## src/shared/bchr_pkg.sv

```systemverilog
// bchr_pkg: offsets, field positions, reset values and constants of the
// bridge configuration header register bank.
// assumes a wishbone byte address of 8 bits; all offsets are word aligned.
package bchr_pkg;

  // ---------------------------------------------------------------
  // register byte offsets
  // ---------------------------------------------------------------
  localparam logic [7:0] OFS_HDR = 8'h0C;
  localparam logic [7:0] OFS_RSVD_A = 8'h10;
  localparam logic [7:0] OFS_RSVD_B = 8'h14;
  localparam logic [7:0] OFS_BUS = 8'h18;
  localparam logic [7:0] OFS_IO_STAT = 8'h1C;
  localparam logic [7:0] OFS_IRQ_MASK = 8'h40;
  localparam logic [7:0] OFS_CTRL = 8'h44;

  // ---------------------------------------------------------------
  // fixed field values
  // ---------------------------------------------------------------
  localparam logic [7:0] PRI_LAT_VALUE = 8'h00;
  localparam logic [6:0] HDR_LAYOUT = 7'h01;
  localparam logic HDR_MULTI_FN = 1'b0;
  localparam logic [1:0] IO_ADDR_CAP = 2'h1;
  localparam logic [1:0] DEVSEL_TIMING = 2'h1;
  localparam logic CAP_66MHZ = 1'b1;

  // ---------------------------------------------------------------
  // reset values
  // ---------------------------------------------------------------
  localparam logic [7:0] BUS_NUM_RST = 8'h00;
  localparam logic [7:0] SEC_LAT_RST_PCI = 8'h00;
  localparam logic [7:0] SEC_LAT_RST_OTHER = 8'h40;
  localparam logic [3:0] IO_NIBBLE_RST = 4'h0;
  localparam logic [7:0] FLAGS_RST = 8'h00;
  localparam logic [7:0] MASK_RST = 8'h00;
  localparam logic PERR_EN_RST = 1'b0;

  // ---------------------------------------------------------------
  // secondary status flag positions within byte 3 of offset 1Ch
  // ---------------------------------------------------------------
  localparam int FLG_MDPE = 0;
  localparam int FLG_STA = 3;
  localparam int FLG_RTA = 4;
  localparam int FLG_RMA = 5;
  localparam int FLG_RSE = 6;
  localparam int FLG_DPE = 7;
  localparam logic [7:0] FLAG_STICKY = 8'hF9;

  // ---------------------------------------------------------------
  // pin input filter depth
  // ---------------------------------------------------------------
  localparam int SYNC_STAGES = 3;

endpackage : bchr_pkg

```

## src/verilog/bchr_regs.sv

```systemverilog
// bchr_regs: configuration header registers 0Ch to 1Ch of a pci-to-pci
// bridge, with secondary status flags, an interrupt mask and a control word.
// assumes a classic wishbone master on clk_i and event pulses from the
// bridge core on the same clock; the two bus pins arrive asynchronously.
//
// Decided for this implementation: the Wishbone slave port.
`timescale 1ns/1ns
`default_nettype none

module bchr_regs
  import bchr_pkg::*;
(
  input wire logic clk_i,
  input wire logic rst_i,
  // wishbone classic slave
  input wire logic wb_cyc_i,
  input wire logic wb_stb_i,
  input wire logic wb_we_i,
  input wire logic [7:0] wb_adr_i,
  input wire logic [3:0] wb_sel_i,
  input wire logic [31:0] wb_dat_i,
  output logic [31:0] wb_dat_o,
  output logic wb_ack_o,
  output logic irq_o,
  // bridge core status, same clock
  input wire logic pci_mode_i,
  input wire logic rd_data_parity_err_i,
  input wire logic write_data_phase_i,
  input wire logic split_perr_msg_i,
  input wire logic target_abort_signaled_i,
  input wire logic target_abort_received_i,
  input wire logic master_abort_received_i,
  input wire logic addr_parity_err_i,
  input wire logic data_parity_err_i,
  // secondary bus pins, asynchronous, active low
  input wire logic downstream_parity_error_pin_n_i,
  input wire logic downstream_serr_pin_n_i,
  // configuration toward the bridge core
  output logic [7:0] upstream_bus_number_o,
  output logic [7:0] downstream_bus_number_o,
  output logic [7:0] highest_bus_number_o,
  output logic [7:0] downstream_latency_timer_o,
  output logic [3:0] io_base_o,
  output logic [3:0] io_limit_o,
  output logic parity_error_enable_o
);

  // ---------------------------------------------------------------
  // helpers
  // ---------------------------------------------------------------
  // byte lane merge, used by every byte of the bus number word
  function automatic logic [7:0] lane_merge(input logic [7:0] old_v,
                                            input logic [7:0] new_v,
                                            input logic en);
    lane_merge = en ? new_v : old_v;
  endfunction

  // two-flop-agree filter on a three stage synchroniser
  function automatic logic pin_filter(input logic [SYNC_STAGES-1:0] chain,
                                      input logic cur);
    pin_filter = (chain[1] == chain[2]) ? chain[1] : cur;
  endfunction

  // word select on the dword part of the byte address; bits 1:0 never matter
  function automatic logic word_hit(input logic [7:0] adr,
                                    input logic [7:0] ofs);
    word_hit = (adr[7:2] == ofs[7:2]);
  endfunction

  // ---------------------------------------------------------------
  // storage
  // ---------------------------------------------------------------
  logic [7:0] upstream_bus_number;
  logic [7:0] downstream_bus_number;
  logic [7:0] highest_bus_number;
  logic [7:0] downstream_latency_timer;
  logic [3:0] io_base;
  logic [3:0] io_limit;
  logic [7:0] flags;
  logic [7:0] irq_mask;
  logic parity_error_enable;
  logic [SYNC_STAGES-1:0] perr_sync;
  logic [SYNC_STAGES-1:0] serr_sync;
  logic perr_n_filt;
  logic serr_n_filt;

  // ---------------------------------------------------------------
  // bus decode
  // ---------------------------------------------------------------
  // one wait state: data is latched as ack rises, a write lands on the
  // edge where the master samples ack high
  wire req_new = wb_cyc_i & wb_stb_i & ~wb_ack_o;
  wire wr_fire = wb_cyc_i & wb_stb_i & wb_we_i & wb_ack_o;
  wire sel_hdr = word_hit(wb_adr_i, OFS_HDR);
  wire sel_rsvd = word_hit(wb_adr_i, OFS_RSVD_A) |
                  word_hit(wb_adr_i, OFS_RSVD_B);
  wire sel_bus = word_hit(wb_adr_i, OFS_BUS);
  wire sel_io = word_hit(wb_adr_i, OFS_IO_STAT);
  wire sel_mask = word_hit(wb_adr_i, OFS_IRQ_MASK);
  wire sel_ctrl = word_hit(wb_adr_i, OFS_CTRL);
  wire wr_bus = wr_fire & sel_bus;
  wire wr_io = wr_fire & sel_io;
  wire wr_mask = wr_fire & sel_mask;
  wire wr_ctrl = wr_fire & sel_ctrl;

  // ---------------------------------------------------------------
  // read words
  // ---------------------------------------------------------------
  wire [31:0] word_hdr = {8'h00, HDR_MULTI_FN, HDR_LAYOUT, PRI_LAT_VALUE, 8'h00};
  wire [31:0] word_bus = {downstream_latency_timer, highest_bus_number,
                          downstream_bus_number, upstream_bus_number};
  wire [7:0] status_lo = {pci_mode_i, 1'b0, CAP_66MHZ, 5'h00};
  wire [7:0] status_hi = (flags & FLAG_STICKY) |
                         {5'h00, DEVSEL_TIMING, 1'b0};
  wire [31:0] word_io = {status_hi, status_lo,
                         io_limit, 2'h0, IO_ADDR_CAP,
                         io_base, 2'h0, IO_ADDR_CAP};
  wire [31:0] word_mask = {irq_mask, 24'h00_0000};
  wire [31:0] word_ctrl = {31'h0000_0000, parity_error_enable};

  // ---------------------------------------------------------------
  // read multiplexer
  // ---------------------------------------------------------------
  // reserved and unmapped words read zero and ignore writes; the reserved
  // pair is decoded on its own so it can never alias a live register
  logic [31:0] rd_word;

  always_comb begin
    if (sel_hdr) begin
      rd_word = word_hdr;
    end else if (sel_rsvd) begin
      rd_word = 32'h0000_0000;
    end else if (sel_bus) begin
      rd_word = word_bus;
    end else if (sel_io) begin
      rd_word = word_io;
    end else if (sel_mask) begin
      rd_word = word_mask;
    end else if (sel_ctrl) begin
      rd_word = word_ctrl;
    end else begin
      rd_word = 32'h0000_0000;
    end
  end

  // ---------------------------------------------------------------
  // wishbone handshake
  // ---------------------------------------------------------------
  always_ff @(posedge clk_i) begin
    if (rst_i) begin
      wb_ack_o <= 1'b0;
      wb_dat_o <= 32'h0000_0000;
    end else begin
      wb_ack_o <= req_new;
      if (req_new) begin
        wb_dat_o <= rd_word;
      end
    end
  end

  // ---------------------------------------------------------------
  // bus numbers and latency timer
  // ---------------------------------------------------------------
  // the non-pci reset value keeps the timer sane for the other bus mode
  wire [7:0] sec_lat_rst = pci_mode_i ? SEC_LAT_RST_PCI : SEC_LAT_RST_OTHER;

  always_ff @(posedge clk_i) begin
    if (rst_i) begin
      upstream_bus_number <= BUS_NUM_RST;
    end else if (wr_bus) begin
      upstream_bus_number <= lane_merge(upstream_bus_number, wb_dat_i[7:0], wb_sel_i[0]);
    end
  end

  always_ff @(posedge clk_i) begin
    if (rst_i) begin
      downstream_bus_number <= BUS_NUM_RST;
    end else if (wr_bus) begin
      downstream_bus_number <= lane_merge(downstream_bus_number, wb_dat_i[15:8],
                                          wb_sel_i[1]);
    end
  end

  always_ff @(posedge clk_i) begin
    if (rst_i) begin
      highest_bus_number <= BUS_NUM_RST;
    end else if (wr_bus) begin
      highest_bus_number <= lane_merge(highest_bus_number, wb_dat_i[23:16], wb_sel_i[2]);
    end
  end

  always_ff @(posedge clk_i) begin
    if (rst_i) begin
      downstream_latency_timer <= sec_lat_rst;
    end else if (wr_bus) begin
      downstream_latency_timer <= lane_merge(downstream_latency_timer, wb_dat_i[31:24],
                                             wb_sel_i[3]);
    end
  end

  // ---------------------------------------------------------------
  // io window
  // ---------------------------------------------------------------
  // only the upper nibbles store; the low nibbles are fixed fields
  always_ff @(posedge clk_i) begin
    if (rst_i) begin
      io_base <= IO_NIBBLE_RST;
    end else if (wr_io & wb_sel_i[0]) begin
      io_base <= wb_dat_i[7:4];
    end
  end

  always_ff @(posedge clk_i) begin
    if (rst_i) begin
      io_limit <= IO_NIBBLE_RST;
    end else if (wr_io & wb_sel_i[1]) begin
      io_limit <= wb_dat_i[15:12];
    end
  end

  // ---------------------------------------------------------------
  // control and mask
  // ---------------------------------------------------------------
  always_ff @(posedge clk_i) begin
    if (rst_i) begin
      parity_error_enable <= PERR_EN_RST;
    end else if (wr_ctrl & wb_sel_i[0]) begin
      parity_error_enable <= wb_dat_i[0];
    end
  end

  always_ff @(posedge clk_i) begin
    if (rst_i) begin
      irq_mask <= MASK_RST;
    end else if (wr_mask & wb_sel_i[3]) begin
      irq_mask <= wb_dat_i[31:24] & FLAG_STICKY;
    end
  end

  // ---------------------------------------------------------------
  // pin synchronisers
  // ---------------------------------------------------------------
  // idle level of both pins is high; filtered level moves only once
  // the second and third stages agree
  always_ff @(posedge clk_i) begin
    if (rst_i) begin
      perr_sync <= '1;
      perr_n_filt <= 1'b1;
    end else begin
      perr_sync <= {perr_sync[SYNC_STAGES-2:0], downstream_parity_error_pin_n_i};
      perr_n_filt <= pin_filter(perr_sync, perr_n_filt);
    end
  end

  always_ff @(posedge clk_i) begin
    if (rst_i) begin
      serr_sync <= '1;
      serr_n_filt <= 1'b1;
    end else begin
      serr_sync <= {serr_sync[SYNC_STAGES-2:0], downstream_serr_pin_n_i};
      serr_n_filt <= pin_filter(serr_sync, serr_n_filt);
    end
  end

  // ---------------------------------------------------------------
  // status flags
  // ---------------------------------------------------------------
  wire mdpe_event = parity_error_enable &
                    (rd_data_parity_err_i |
                     (write_data_phase_i & ~perr_n_filt) |
                     split_perr_msg_i);
  wire [7:0] flag_set;
  assign flag_set[FLG_MDPE] = mdpe_event;
  assign flag_set[2:1] = 2'h0;
  assign flag_set[FLG_STA] = target_abort_signaled_i;
  assign flag_set[FLG_RTA] = target_abort_received_i;
  assign flag_set[FLG_RMA] = master_abort_received_i;
  assign flag_set[FLG_RSE] = ~serr_n_filt;
  assign flag_set[FLG_DPE] = addr_parity_err_i | data_parity_err_i;
  // a write of one clears; a set in the same cycle wins
  wire [7:0] flag_clr = (wr_io & wb_sel_i[3]) ? wb_dat_i[31:24] : 8'h00;
  wire [7:0] next_flags = ((flags & ~flag_clr) | flag_set) & FLAG_STICKY;

  always_ff @(posedge clk_i) begin
    if (rst_i) begin
      flags <= FLAGS_RST;
    end else begin
      flags <= next_flags;
    end
  end

  // ---------------------------------------------------------------
  // outputs
  // ---------------------------------------------------------------
  assign irq_o = |(flags & irq_mask);
  assign upstream_bus_number_o = upstream_bus_number;
  assign downstream_bus_number_o = downstream_bus_number;
  assign highest_bus_number_o = highest_bus_number;
  assign downstream_latency_timer_o = downstream_latency_timer;
  assign io_base_o = io_base;
  assign io_limit_o = io_limit;
  assign parity_error_enable_o = parity_error_enable;

endmodule // bchr_regs

`default_nettype wire

```

## config.mk

```make
export PLATFORM = sky130hd
export DESIGN_NAME = bchr_regs
export DESIGN_NICKNAME = d
export VERILOG_FILES = /design/src/shared/bchr_pkg.sv /design/src/verilog/bchr_regs.sv
export SDC_FILE = /design/constraint.sdc
export NUM_CORES = 1
export LEC_CHECK = 0
export BUFFER_PORTS_ARGS = -buffer_cell sky130_fd_sc_hd__buf_4
export CAP_MARGIN = 10
export CORE_ASPECT_RATIO = 1.2
export CORE_MARGIN = 3
export CORE_UTILIZATION = 25
export CTS_CLUSTER_DIAMETER = 100
export DETAILED_ROUTE_END_ITERATION = 12
export RECOVER_POWER = 50
export SYNTH_ARGS = -nofsm -noshare
export SYNTH_HDL_FRONTEND = slang
export SYNTH_SLANG_ARGS = --single-unit
```

## constraint.sdc

```tcl
create_clock -name clk_i -period 2.4 [get_ports clk_i]
set_input_delay 0.6 -clock clk_i [delete_from_list [all_inputs] [get_ports clk_i]]
set_output_delay 0.6 -clock clk_i [all_outputs]
set_load 0.02 [all_outputs]
```

# Word level (Yosys, flattened, before mapping)
# Index checks and enable logic that the tools add are counted.
[op_classes]
reduce_logical = 7
mux = 11
n_shift = 0
n_addsub = 0
n_mul = 0
n_bitwise = 26
n_lt_le_gt_ge = 0
n_div = 0
eq_ne = 9
[ops]
columns = ["operator", "n"]
rows = [
  ["$mux W32", 5],
  ["$mux W8", 4],
  ["$eq A6 B3 Y1 const B", 4],
  ["$and A8 B8 Y8", 2],
  ["$and A1 B1 Y1", 15],
  ["$eq A6 B5 Y1 const B", 2],
  ["$not A8 Y8", 1],
  ["$or A8 B8 Y8", 1],
  ["$reduce_and A2 Y1", 4],
  ["$reduce_or A8 Y1", 1],
  ["$mux W7", 1],
  ["$eq A6 B2 Y1 const B", 1],
  ["$or A1 B1 Y1", 4],
  ["$reduce_bool A2 Y1", 2],
  ["$not A1 Y1", 3],
  ["$eq A1 B1 Y1", 2],
  ["$mux W1", 1],
]
[totals]
in_bits = 60
wordCells = 69
out_inout_bits = 75
ff_bits = 96
ramBits = 0
latch_bits = 0
rom_bits = 0
memories = 0

# Longest topological paths before layout
[depth]
word_depth = 9
depth_mapped = 6
mapped_depth_nobuf = 4

# Least setup slack after synthesis
# Ideal clock, no wire load.
[synth_timing]
path_kind = "input to register"
startpoint = "input wb_adr_i[6]"
endpoint = "register io_limit[0] (netlist: io_limit_o[0])"
arrival_ns = 2.114
slack_ns = 0.158
cell_stages = 6
path_cell_list = "or4b_1 > buf_2 > or4_1 > clkbuf_1 > mux2i_1 > nor2_1"
[synth_between]
elab_chain_len = 3
[synth_rtl]
columns = ["element", "line", "rtl"]
rows = [
  ["from (decl)", "bchr_regs.sv:19", "input wire logic [7:0] wb_adr_i,"],
  ["$eq A6 B3 Y1", "bchr_regs.sv:67", "word_hit = (adr[7:2] == ofs[7:2]);"],
  ["$and A1 B1 Y1", "bchr_regs.sv:102", "wire wr_io = wr_fire & sel_io;"],
  ["$and A1 B1 Y1", "bchr_regs.sv:216", "end else if (wr_io & wb_sel_i[1]) begin"],
  ["to (signal assigned)", "bchr_regs.sv:217", "io_limit <= wb_dat_i[15:12];"],
  ["to (decl)", "bchr_regs.sv:78", "logic [3:0] io_limit;"],
]
# Every way passes these cells.
# A chain may end at the register's enable or synchronous reset.

# Worst setup path after layout
# Same ends and word-level chain as after synthesis.

==> results by group <==
Global route
  – Total GRT Usage: 13.52%
  – Vias in the first global route: ~3100
  – First-pass GRT wire length: about 17000 um
  – GR Overflow Total: 0
  – Antenna violations before repair: 0
  – Pin count of the biggest net entering global routing: 36

Clock tree
  – Number of buffers created by CTS: 9
  – H-tree level count: 3
  – Cts repair resizes: 0
  – Sinks on Clock Net: 94
  – TritonCTS clock tree: done
  – Master cell of the clock root buffer: clkbuf_16
  – Maximum clock path buffer count: 2
  – Clock edge transition at the registers on the reported setup and hold paths: around 0.070 ns
  – Cts-stage hold buffer count: 0
  – Setup bufs post-CTS: 0
  – Worst-Skew Late Latency: ~0.34 ns

Synth
  – Number of enable-type register cells in the synthesized netlist: 8
  – Most frequent cells after synthesis: 86 x dfxtp_1, 54 x nor2_1, 49 x mux2i_1, 20 x nand2_1, 14 x clkbuf_1
  – Count of cell types in the netlist: 43
  – Syn Nets: around 410
  – Ranking of synthesized cells by area: dfxtp_1 47%, mux2i_1 13%, edfxtp_1 6.6%
  – Post-synthesis sequential area ratio: a little over half
  – Avg Synthesized Cell Area: 10.38 um2
  – Area leader, netlist: dfxtp_1
  – Portion of synthesized cell area occupied by the leading cell type: between 40% and 50%
  – Most used flip-flop cell after synthesis: dfxtp_1
  – Most used standard cell by instance count after synthesis: dfxtp_1
  – Synth warn: 0
  – Area of the mapped netlist: around 3700 um2
  – Flip-flop and latch count after synthesis: 94
  – Async set or reset register ratio after synthesis: 0%
  – Cell count after synthesis: 353

Floorplan
  – Die outline width: approximately 120 um
  – Die boundary height: roughly 140 um
  – Initial core utilization: around a quarter
  – IO Pins: 135
  – CORE AREA: ~14000 um2
  – Die area: roughly 16000 um2
  – Total number of placement rows: 47

Worst setup path
  – Max stage delay on crit path: approximately 0.57 ns
  – Endpoint kind of the worst setup timing path: flop
  – Critical path buffers and inverters: 2
  – Slowest CP cell: or4b_1
  – Endpoint required time on the critical path: 2.62 ns
  – Maximum fanout count along the critical path: 4
  – Top cell by count, worst path: buf_4
  – Classification of the worst setup path: primary input to flop
  – CP Launch Type: primary input
  – Cell family contributing the most delay on the critical path: simple AND/OR/NAND/NOR gates
  – Critical path, cell by cell: buf_4, or4b_1, or4_1, buf_4, mux2i_1, nor2_1
  – Arrival time at the worst endpoint: 2.25 ns

Drt
  – Post-route DRC violation count: 0
  – Routed length per placed instance: 16.57 um
  – Number of nets with antenna violations after routing: 0
  – Initial detailed-routing violation count: around 130
  – Vias per cell: between 4 and 5
  – Drt total wl: 11080 um
  – Pre-antenna DRT Iters: 4
  – Number of vias after detailed routing: roughly 3200

Timing
  – Worst-case headroom to the max-slew limit: a little over two fifths
  – Period utilisation layout: about 85%
  – Hold Fails Final Rpt: 0
  – Slew @ Worst Pin: roughly 0.85 ns
  – Slew Limit Fails: 0
  – Setup repair after global routing missed its margin: no
  – Count of endpoints failing setup in the final report: 0
  – Final worst clock skew: 0.006721 ns
  – Worst Setup Slack, final: about 0.37 ns
  – Min Clock Period, post-route: about 2 ns
  – Sum of negative setup slack: 0 ns
  – Achievable Freq: roughly 490 MHz

Finish
  – Design area: 4992 um2
  – Post-Route Utilization: a little over a third
  – Area added between synthesis and finish: 36.22%
  – Fraction of layout instances using a drive strength above 1: 21.69%
  – Post-layout net count: about 550
  – Number of inserted diodes: 0
  – Count of fill cells added during filler insertion: around 1400

Pwr
  – Leakage Power: approximately 2.1 nW
  – Maximum vdd drop: roughly 0.00032 V
  – Pwr/cell area: between 600 and 700 nW/um2

Place
  – Count of input and output buffers: 132
  – Sum of net half-perimeters after detailed placement: about 8300 um
  – Routability cong.: ~0.76
  – Post-placement cell area: 4933 um2
  – Post-Place Worst Slack: around 0.035 ns

Job
  – Max-cap check violation count: 0

Outcome
  – Outcome: finished clean

Worst hold path
  – Kind of path behind the tightest hold check: flop to flop
## final timing paths
| kind | start | end | slack [ns] | cells past startpoint |
|---|---|---|---|---|
| max | wb_adr_i[6] | io_limit_o[0] | 0.37 | 6 |
| min | serr_sync[0] | serr_sync[1] | 0.41 | 1 |
| max reg2reg | wb_ack_o | wb_dat_o[26] | 0.53 | 5 |
| min reg2reg | serr_sync[0] | serr_sync[1] | 0.41 | 1 |
## logic make-up (layout without fill, tap and decap cells)
group | after synthesis | in the layout | share of synthesized area, %
AOI/OAI and AO/OA | 68 | 68 | 14.48
buffers and inverters | 26 | 171 | 2.765
DFF | 94 | 94 | 53.53
muxes | 49 | 49 | 13.38
and+or+nand+nor | 116 | 116 | 15.84
## stage by stage
step | instances | total power [mW] | hold WS [ns]
finish | 669 | 3.373 | 0.4099
global route | 669 | 3.502 | 0.4272
CTS | 669 | 3.437 | 0.4155
detailed placement | 653 | 1.897 | 0.3985
global placement | 653 | 1.893 | 0.3943
floorplan | 353 | 1.751 | 0.3895
## where the power goes
part	switching (mW)	total [mW]	internal [mW]
Clock	0.635	1.52	0.886
Sequential	0.0152	1.62	1.60
Combinational	0.124	0.232	0.109
## cell type report
class / instances / area [um2] / area share [%]
Clock buffer: 10 / 250.2 / 5.013
Inverter: 6 / 22.52 / 0.4511
Multi-Input combinational cell: 233 / 1604 / 32.13
Timing Repair Buffer: 149 / 867.1 / 17.37
Tap cell: 171 / 214.0 / 4.286
Sequential cell: 94 / 1962 / 39.30
Clock inverter: 6 / 72.57 / 1.454
## per-layer routing
metal	GRT usage (%)	wire, um	up-vias
met3	3.492	691	22
li1	-	-	1551
met2	21.85	5333	116
met5	0	0	-
met1	16.82	4773	1499
met4	5.803	283	0
## registers in the layout, indices dropped and copies added (netlist names), 3 cells and up
| signal | count |
|---|---|
| downstream_bus_number_o | 8 |
| downstream_latency_timer_o | 8 |
| flags | 6 |
| highest_bus_number_o | 8 |
| io_base_o | 4 |
| io_limit_o | 4 |
| irq_mask | 6 |
| perr_sync | 3 |
| serr_sync | 3 |
| upstream_bus_number_o | 8 |
| wb_dat_o | 32 |
## cells in the final DEF, fill, tap and decap left out, drive strengths merged, types with 3 or more instances in the layout
cell      n
clkbuf   82
a21oi     9
or2       7
a32o      6
o211ai    3
mux2i    49
nand2    20
o2bb2ai   9
a22o     12
buf      77
nor2b    12
dfxtp    86
o21ai     7
a22oi     3
nand3     4
a311oi    4
edfxtp    8
a2bb2oi   6
nand4     6
inv      10
nor2     54
Power figures use the tool's default switching activity.
